File: src/rtl/mse_consts.vh
`ifndef MSE_CONSTS_VH
`define MSE_CONSTS_VH

// Instruction codes on instr_op
`define MSE_OP_NOP      4'h0
`define MSE_OP_MINUS_WREG 4'h1
`define MSE_OP_HALT     4'h2
`define MSE_OP_INC      4'h3
`define MSE_OP_PLUS_WREG 4'h4
`define MSE_OP_BRANCH   4'h5
`define MSE_OP_COPY_MW  4'h6
`define MSE_OP_COPY_IW  4'h7
`define MSE_OP_COPY_WM  4'h8

// Status bit positions
`define MSE_ST_C        0
`define MSE_ST_AC       1
`define MSE_ST_Z        2
`define MSE_ST_OV       3
`define MSE_ST_SLEEP    4
`define MSE_ST_EXPIRY   5
`define MSE_ST_TC1      6
`define MSE_ST_TC2      7

// Reset values
`define MSE_RST_PC      13'h0000
`define MSE_RST_WREG    8'h00
`define MSE_RST_STATUS  8'h00
`define MSE_RST_MEM     8'h00

// Widths of documented quantities
`define MSE_DATA_W      8
`define MSE_PC_W        13
`define MSE_MADDR_W     8
`define MSE_MEM_DEPTH   256

`endif

File: src/rtl/mse_exec.v
`timescale 1ns/1ps
`include "mse_consts.vh"

// Contract
// RQ1: Minus-one-into-working-register writes memory value minus one to the working register, memory untouched.
// RQ2: The power-down instruction stops fetch and execution and gates off the system clock.
// RQ3: Entering and staying in power-down keeps all memory and register contents unchanged.
// RQ4: The power-down instruction clears the watchdog counter and its prescaler.
// RQ5: The power-down instruction sets the sleep bit, clears the expiry bit and advances the program counter by one;
// the code leaves the expiry bit set when a watchdog expiry arrives in the same cycle.
// RQ6: Increment-in-memory adds one to the addressed location and writes it back there.
// RQ7: Add-one-into-working-register puts memory value plus one in the working register, memory untouched.
// RQ8: Direct branch loads the program counter with the encoded target unconditionally.
// RQ9: Memory-to-working-register copy loads the working register from the addressed location.
// RQ10: Immediate load puts the 8-bit constant of the instruction into the working register.
// RQ11: Working-register-to-memory copy stores the working register into the addressed location.
// RQ12: The branch and the three copies leave every status flag unchanged.
// RQ13: Increments and decrements set the zero flag from their result and leave other flags alone.
module mse_exec #(
    parameter PC_W  = `MSE_PC_W,
    parameter AW    = `MSE_MADDR_W,
    parameter DEPTH = `MSE_MEM_DEPTH
) (
    input  wire                   core_clk,
    input  wire                   resetn,
    input  wire                   instr_valid,
    input  wire [3:0]             instr_op,
    input  wire [AW-1:0]          instr_maddr,
    input  wire [`MSE_DATA_W-1:0] instr_imm,
    input  wire [PC_W-1:0]        instr_target,
    input  wire                   wake_pin,
    input  wire                   watchdog_expire,
    input  wire [AW-1:0]          dbg_addr,
    output reg                    instr_ready_reg,
    output reg                    exec_done_reg,
    output reg  [PC_W-1:0]        pc_reg,
    output reg  [`MSE_DATA_W-1:0] working_register_reg,
    output reg  [7:0]             status_reg,
    output reg                    sys_clk_en_reg,
    output reg                    watchdog_clear_reg,
    output reg  [`MSE_DATA_W-1:0] dbg_data_reg
);

    localparam ST_RUN   = 1'b0;
    localparam ST_SLEEP = 1'b1;

    reg                    state_reg;
    reg                    state_next;
    reg                    wake_s1_reg;
    reg                    wake_s2_reg;

    localparam HOT_MINUS  = 0;
    localparam HOT_SLEEP  = 1;
    localparam HOT_INC    = 2;
    localparam HOT_PLUS   = 3;
    localparam HOT_BRANCH = 4;
    localparam HOT_CP_MW  = 5;
    localparam HOT_CP_IW  = 6;
    localparam HOT_CP_WM  = 7;
    localparam HOT_W      = 8;

    reg  [PC_W-1:0]        pc_next;
    reg  [`MSE_DATA_W-1:0] wreg_next;
    wire [7:0]             status_next;
    reg                    ready_next;
    reg                    done_next;
    reg                    clk_en_next;
    reg                    watchdog_clear_next;

    reg                    mem_wr_en;
    reg  [`MSE_DATA_W-1:0] mem_wr_data;
    wire [`MSE_DATA_W-1:0] mem_rd_data;
    wire [`MSE_DATA_W-1:0] dbg_rd_data;

    wire                   take;
    wire [`MSE_DATA_W-1:0] mem_plus;
    wire [`MSE_DATA_W-1:0] mem_minus;
    wire [PC_W-1:0]        pc_step;

    // One strobe per accepted opcode
    wire                   do_minus_wreg;
    wire                   do_sleep;
    wire                   do_inc_mem;
    wire                   do_plus_wreg;
    wire                   do_branch;
    wire                   do_copy_mw;
    wire                   do_copy_iw;
    wire                   do_copy_wm;
    wire                   do_arith;

    // Per-bit status update controls
    wire [7:0]             st_set_mask;
    wire [7:0]             st_clr_mask;
    wire [7:0]             st_load_mask;
    wire [7:0]             st_load_val;
    wire [7:0]             st_hold;
    wire                   zero_result;
    wire                   wake_seen;

    reg  [HOT_W-1:0]       op_hot;
    reg  [`MSE_DATA_W-1:0] arith_result;

    assign take      = instr_valid && instr_ready_reg && (state_reg == ST_RUN);
    assign mem_plus  = mem_rd_data + 8'h01;
    assign mem_minus = mem_rd_data - 8'h01;
    assign pc_step   = pc_reg + {{(PC_W-1){1'b0}}, 1'b1};

    // Opcode decode; codes outside the subset fall through as no-op
    always @* begin
        op_hot = {HOT_W{1'b0}};
        case (instr_op)
            `MSE_OP_MINUS_WREG: op_hot[HOT_MINUS]  = 1'b1;
            `MSE_OP_HALT:       op_hot[HOT_SLEEP]  = 1'b1;
            `MSE_OP_INC:        op_hot[HOT_INC]    = 1'b1;
            `MSE_OP_PLUS_WREG:  op_hot[HOT_PLUS]   = 1'b1;
            `MSE_OP_BRANCH:     op_hot[HOT_BRANCH] = 1'b1;
            `MSE_OP_COPY_MW:    op_hot[HOT_CP_MW]  = 1'b1;
            `MSE_OP_COPY_IW:    op_hot[HOT_CP_IW]  = 1'b1;
            `MSE_OP_COPY_WM:    op_hot[HOT_CP_WM]  = 1'b1;
            default:            op_hot = {HOT_W{1'b0}};
        endcase
    end

    assign do_minus_wreg = take && op_hot[HOT_MINUS];
    assign do_sleep      = take && op_hot[HOT_SLEEP];
    assign do_inc_mem    = take && op_hot[HOT_INC];
    assign do_plus_wreg  = take && op_hot[HOT_PLUS];
    assign do_branch     = take && op_hot[HOT_BRANCH];
    assign do_copy_mw    = take && op_hot[HOT_CP_MW];
    assign do_copy_iw    = take && op_hot[HOT_CP_IW];
    assign do_copy_wm    = take && op_hot[HOT_CP_WM];
    assign do_arith      = do_minus_wreg || do_inc_mem || do_plus_wreg;
    assign wake_seen     = (state_reg == ST_SLEEP) && wake_s2_reg;

    // One adder result feeds the zero flag
    always @* begin
        arith_result = mem_plus;
        if (do_minus_wreg) begin
            arith_result = mem_minus;
        end
    end
    // RQ13 zero from the produced result
    assign zero_result = (arith_result == 8'h00);

    // Expiry pulse is on this clock already, no sync needed
    // RQ5 sleep bit set, expiry bit cleared
    assign st_set_mask  = ({7'h00, do_sleep} << `MSE_ST_SLEEP) |
                          ({7'h00, watchdog_expire} << `MSE_ST_EXPIRY);
    assign st_clr_mask  = ({7'h00, do_sleep} << `MSE_ST_EXPIRY);
    // RQ12 only the zero bit may load; every other flag holds
    assign st_load_mask = ({7'h00, do_arith} << `MSE_ST_Z);
    assign st_load_val  = ({7'h00, zero_result} << `MSE_ST_Z);
    assign st_hold      = (status_reg & ~st_load_mask) | (st_load_val & st_load_mask);

    // Status bits, one update cell each
    genvar b;
    generate
        for (b = 0; b < 8; b = b + 1) begin : g_st
            // Set wins over clear so a same-cycle expiry is never lost
            assign status_next[b] = st_set_mask[b] || (!st_clr_mask[b] && st_hold[b]);
        end
    endgenerate

    mse_dmem #(
        .DEPTH (DEPTH),
        .AW    (AW),
        .DW    (`MSE_DATA_W)
    ) u_dmem (
        .core_clk (core_clk),
        .resetn   (resetn),
        .wr_en    (mem_wr_en),
        .wr_addr  (instr_maddr),
        .wr_data  (mem_wr_data),
        .rd_addr  (instr_maddr),
        .rd_data  (mem_rd_data),
        .dbg_addr (dbg_addr),
        .dbg_data (dbg_rd_data)
    );

    // Wake arrives from a pin; two flops before use
    always @(posedge core_clk or negedge resetn) begin
        if (!resetn) begin
            wake_s1_reg <= 1'b0;
            wake_s2_reg <= 1'b0;
        end else begin
            wake_s1_reg <= wake_pin;
            wake_s2_reg <= wake_s1_reg;
        end
    end

    always @* begin
        state_next = state_reg;
        case (state_reg)
            ST_RUN: begin
                // RQ2 stop fetch and execution
                if (do_sleep) begin
                    state_next = ST_SLEEP;
                end
            end
            ST_SLEEP: begin
                if (wake_seen) begin
                    state_next = ST_RUN;
                end
            end
            default: begin
                state_next = ST_RUN;
            end
        endcase
    end

    // Handshake and gate outputs follow the state change
    always @* begin
        ready_next          = instr_ready_reg;
        clk_en_next         = sys_clk_en_reg;
        watchdog_clear_next = 1'b0;
        done_next           = take;
        if (do_sleep) begin
            ready_next  = 1'b0;
            // RQ2 gate the system clock
            clk_en_next = 1'b0;
            // RQ4 watchdog and prescaler cleared
            watchdog_clear_next = 1'b1;
        end else if (wake_seen) begin
            ready_next  = 1'b1;
            clk_en_next = 1'b1;
        end
    end

    // Program counter path; unknown codes still step
    always @* begin
        pc_next = pc_reg;
        if (do_branch) begin
            // RQ8 unconditional target load
            pc_next = instr_target;
        end else if (take) begin
            // RQ5 sleep entry also steps by one
            pc_next = pc_step;
        end
    end

    // Working register path
    always @* begin
        wreg_next = working_register_reg;
        if (do_minus_wreg) begin
            // RQ1 minus one, memory kept
            wreg_next = mem_minus;
        end else if (do_plus_wreg) begin
            // RQ7 plus one, memory kept
            wreg_next = mem_plus;
        end else if (do_copy_mw) begin
            // RQ9 memory to working register
            wreg_next = mem_rd_data;
        end else if (do_copy_iw) begin
            // RQ10 immediate to working register
            wreg_next = instr_imm;
        end
    end

    // RQ3 take is low asleep, so no writes
    always @* begin
        mem_wr_en   = 1'b0;
        mem_wr_data = working_register_reg;
        if (do_inc_mem) begin
            // RQ6 write back to same location
            mem_wr_en   = 1'b1;
            mem_wr_data = mem_plus;
        end else if (do_copy_wm) begin
            // RQ11 working register to memory
            mem_wr_en   = 1'b1;
        end
    end

    // RQ12 copies and branch keep status via default hold
    always @(posedge core_clk or negedge resetn) begin
        if (!resetn) begin
            state_reg            <= ST_RUN;
            pc_reg               <= `MSE_RST_PC;
            working_register_reg <= `MSE_RST_WREG;
            status_reg           <= `MSE_RST_STATUS;
            instr_ready_reg      <= 1'b0;
            exec_done_reg        <= 1'b0;
            sys_clk_en_reg       <= 1'b1;
            watchdog_clear_reg   <= 1'b0;
            dbg_data_reg         <= `MSE_RST_MEM;
        end else begin
            state_reg            <= state_next;
            pc_reg               <= pc_next;
            working_register_reg <= wreg_next;
            status_reg           <= status_next;
            // Ready rises one edge after reset release
            instr_ready_reg      <= (state_next == ST_RUN) ? 1'b1 : ready_next;
            exec_done_reg        <= done_next;
            sys_clk_en_reg       <= clk_en_next;
            watchdog_clear_reg   <= watchdog_clear_next;
            dbg_data_reg         <= dbg_rd_data;
        end
    end

endmodule

File: src/rtl/mse_dmem.v
`timescale 1ns/1ps
`include "mse_consts.vh"

module mse_dmem #(
    parameter DEPTH = `MSE_MEM_DEPTH,
    parameter AW    = `MSE_MADDR_W,
    parameter DW    = `MSE_DATA_W
) (
    input  wire          core_clk,
    input  wire          resetn,
    input  wire          wr_en,
    input  wire [AW-1:0] wr_addr,
    input  wire [DW-1:0] wr_data,
    input  wire [AW-1:0] rd_addr,
    output wire [DW-1:0] rd_data,
    input  wire [AW-1:0] dbg_addr,
    output wire [DW-1:0] dbg_data
);

    reg  [DW-1:0] mem_reg [0:DEPTH-1];

    genvar i;
    generate
        for (i = 0; i < DEPTH; i = i + 1) begin : g_ent
            localparam [AW-1:0] IDX = i;
            // Only the addressed entry moves; the rest hold, also in sleep
            always @(posedge core_clk or negedge resetn) begin
                if (!resetn) begin
                    mem_reg[i] <= `MSE_RST_MEM;
                end else if (wr_en && (wr_addr == IDX)) begin
                    mem_reg[i] <= wr_data;
                end
            end
        end
    endgenerate

    assign rd_data  = mem_reg[rd_addr];
    assign dbg_data = mem_reg[dbg_addr];

endmodule

File: config.mk
export PLATFORM = sky130hd
export DESIGN_NAME = mse_exec
export DESIGN_NICKNAME = d
export VERILOG_FILES = /design/src/rtl/mse_exec.v /design/src/rtl/mse_dmem.v
export VERILOG_INCLUDE_DIRS = /design/src /design/src/rtl
export SDC_FILE = /design/constraint.sdc
export NUM_CORES = 2
export LEC_CHECK = 0
export BUFFER_PORTS_ARGS = -buffer_cell sky130_fd_sc_hd__buf_2
export CAP_MARGIN = 30
export CORE_MARGIN = 2
export CORE_UTILIZATION = 40
export DETAILED_ROUTE_END_ITERATION = 8
export PLACE_DENSITY = 0.57
export SYNTH_ARGS = -nofsm -noshare
export SYNTH_HDL_FRONTEND = slang
export SYNTH_SLANG_ARGS = --single-unit
File: constraint.sdc
create_clock -name core_clk -period 4.32 [get_ports core_clk]
set_clock_uncertainty 0.05 [all_clocks]
set_input_delay 0.864 -clock core_clk [delete_from_list [all_inputs] [get_ports core_clk]]
set_output_delay 0.864 -clock core_clk [all_outputs]
set_load 0.01 [all_outputs]
==> results.txt <==
R2R Setup Slk - -0.28 ns
RR Endpoint - u_dmem.mem_reg[1542]
DRT Pass-1 Iters - 8
first-pass GRT wire length - 630000 um
Final min period - 4.67 ns
H-tree depth - 4
clock buffer depth - 3
synthesized instance count - 9405
endpoints failing setup - 1718
Placed Instances - 13251
crit-path max cell delay - 0.65 ns
Row Count - 191
final wirelength - 455000 um
CP Data Required Time - 5.02 ns
number of global-route vias before repair - 83535
hold worst-path end - status_reg[5]
die area - 275000 um2
Post-synth ARST share - 100%
Area Growth Syn to Fin - 22.3%
failing checks - negative setup slack
Reg clk slew, reported paths - 0.06 ns
DRC - 0
per-cell routed wire length - 32.9 um
Synth Register Bits - 2087
worst-path fanout max - 16
Port Buf Inserts - 81
LEAKAGE - 0.0569 uW
Sink Count - 2087
R2R depth - 20
antenna violations before repair - 52
MaxCap Viol Count - 0
GPL Wtd Cong - 1.02
CORE AREA - 270000 um2
Detailed Route Iter0 Violations - 12150
hold_ws - 0.0727 ns
Skew-Pair Late Insertion Delay - 0.94 ns
total global-route track usage - 32.2%
Max Slew Vio Count - 0
ys flop type - dfrtp_1
Worst VDD drop - 0.391 mV
yosys warns - 0
CTS tree - yes
Synth Area per Inst - 11.5 um2
Cells on Worst Hold Path - 2
min-delay src - watchdog_expire
max reg flops - 2048
CP startpoint kind - input pin
CP Buf/Inv Count - 12
number of synthesized flops with an enable pin - 0
root buffer cell - clkbuf_16
status - finished with violations
layout net count - 10116
Worst-Margin Slew - 1.07 ns
post-synth cell types - 84
worst slack, placed - -1.58 ns
Die Width - 524 um
Die Y - 524 um
total CTS buffers - 227
Critical Path Slowest Stage Cell - a222oi_1
reg2reg start - u_dmem.mem_reg[1477]
Seq/Total Area, Yosys - 48.2%
crit path DAT - 5.36 ns
Yosys top cell by area - dfrtp_1
grt ovf - 0
largest net degree at the start of global routing - 170
routed vias/inst - 6.38
post-route setup slack - -0.345 ns
RSZ-0062 raised after global routing - true
layout cells sized above 1 - 32.5%
Hold Crit Class - in -> reg
post-synth top area share - 48.2%
crit share post-route - 108%
Via Count - 88367
Layout Cells excl Fill - 13854
cells along the critical path - clkbuf_8, buf_4, inv_12, buf_4, buf_12, mux4_2, a222oi_1, buf_4, nand4_1, nor3_4, buf_12, buf_8, xor2_2, nor2_2, a21oi_4, buf_6, buf_12, clkbuf_16, clkbuf_16, a21oi_1
endpoints failing hold - 0
P per Cell Area - 376 nW/um2
fmax - 214 MHz
crit end category - flip-flop
crit-path leading delay family - buffers and inverters
Mapped Area - 108000 um2
DPL Wire Length - 316000 um
Boundary Pins - 87
Final ANT Viol Nets - 0
Initial Util - 40.1%
CP Depth - 20
CP Class - in -> reg
Synth area leaders - dfrtp_1, mux4_2, o21ai_0
Rel. slew slack - 28.4%
-- worst max path at each step --
stage / start / to / slack, ns
floorplan: instr_maddr[0] / u_dmem.mem_reg[1030] / -0.37
global placement: instr_maddr[0] / u_dmem.mem_reg[1582] / -1.94
detailed placement: instr_maddr[0] / u_dmem.mem_reg[1870] / -1.58
CTS: instr_maddr[0] / u_dmem.mem_reg[10] / -0.33
global route: instr_maddr[0] / u_dmem.mem_reg[1542] / -0.34
finish: instr_maddr[3] / u_dmem.mem_reg[354] / -0.35
-- where the power goes --
part / internal (uW) / switching (uW) / total, uW
sequential: 19800 / 266 / 20100
clock: 11700 / 8810 / 20500
combinational: 3670 / 5430 / 9100
total: 35200 / 14500 / 49700
-- kinds of logic (layout without fill, tap and decap cells) --
| kind of cell | count (synthesis) | after routing | synth area share (%) |
|---|---|---|---|
| AO/OA/AOI/OAI | 2397 | 2397 | 12.1 |
| other | 1 | 36 | 0.00346 |
| XOR/XNOR | 11 | 11 | 0.106 |
| multiplexers | 1319 | 1319 | 25.8 |
| AND/OR/NAND/NOR | 2702 | 2702 | 9.84 |
| buffers and inverters | 885 | 1729 | 3.92 |
| flip-flops | 2087 | 2087 | 48.2 |
| adder cells (fa/ha/maj) | 3 | 3 | 0.0347 |
-- metrics by stage --
step | area (um2) | TNS [ns] | util, % | total power (uW)
floorplan | 109000 | -348.93 | - | 23700
global placement | 120000 | -3027.13 | 44.3 | 26800
detailed placement | 120000 | -2538.45 | 44.3 | 26900
CTS | 130000 | -260.43 | 48.0 | 48500
global route | 132000 | -332.34 | 49.0 | 50900
finish | 132000 | -319.65 | 49.0 | 49700
-- layout by cell type, fill, tap and decap left out, types with 18 or more instances in the layout --
master and count:
a21oi_1 899, a21oi_2 180, a21oi_4 18, a22oi_1 87, buf_12 215, buf_16 51, buf_2 75, buf_4 855
buf_6 35, buf_8 31, bufinv_16 22, clkbuf_1 45, clkbuf_16 262, clkbuf_8 39, clkinv_2 42, dfrtp_1 2083
diode_2 31, mux2_2 19, mux2i_1 121, mux4_2 1173, nand2_1 1277, nand3_1 39, nor2_1 1220, nor2b_1 18
nor3_1 22, o21ai_0 813, o21ai_1 71, o21ai_2 169, o22ai_1 32
-- what timing repair did --
item                                     CTS  global route
endpoints found under the setup margin  1799          1780
gates cloned                              31            44
gates resized for setup                  236           533
pin swaps                                 45           141
hold buffers                               2             0
buffers inserted                          51            40
hold endpoints to repair                  28             0
-- worst register-to-register path: stages, from the launching register on --
cell and delay (ns):
dfrtp_2 0.49, mux4_2 0.57, a31oi_4 0.22, buf_4 0.15
o221a_2 0.24, buf_12 0.12, o21ai_0 0.08, buf_4 0.19
o211a_2 0.20, or4_4 0.52, buf_4 0.19, buf_4 0.19
nand3_2 0.11, xnor2_2 0.10, mux2i_4 0.17, buf_12 0.19
buf_16 0.21, buf_12 0.18, buf_12 0.10, buf_16 0.13
a21oi_2 0.06
-- layout make-up --
type | instances | area, um2
clock buffers | 311 | 6400
clock inverters | 104 | 1380
inverters | 12 | 57.6
well taps | 3570 | 4470
multi-input cells | 6437 | 53400
repair buffers | 1302 | 14300
fillers | 23788 | 138000
diodes | 31 | 77.6
flip-flops and latches | 2087 | 52200
-- cell usage after synthesis (5+ instances only) --
master,count
dfrtp_1,2086
or3_1,5
mux2_2,19
and2_1,10
buf_4,52
buf_6,47
and3_1,11
a2111oi_0,5
nor4_1,15
a32oi_1,7
buf_12,5
nand2b_1,14
a31oi_1,16
a221oi_1,17
xnor2_1,6
o21ai_1,13
buf_1,77
nand4_1,13
a22oi_1,97
inv_1,8
buf_2,124
a211oi_1,17
buf_8,12
nor4b_1,5
a21oi_2,109
nand3_1,39
or2_2,6
nor2b_1,22
mux2i_1,125
o22ai_1,33
nor2_1,1230
mux4_2,1173
o221ai_1,5
o21ai_0,1043
nand2_1,1279
clkbuf_1,556
nor3_1,26
a21oi_1,988
-- routing by layer --
| metal | wire length, um | part of all wire (%) | vias to the layer above | track usage [%] |
|---|---|---|---|---|
| met5 | 338 | 0.074 | - | 0 |
| met4 | 35500 | 7.8 | 48 | 20.2 |
| met3 | 51800 | 11 | 1302 | 8.83 |
| met2 | 201000 | 44 | 5437 | 47.5 |
| met1 | 167000 | 37 | 45685 | 42.0 |
| li1 | - | - | 35895 | - |
No activity file was read; power rests on OpenSTA's default activity.
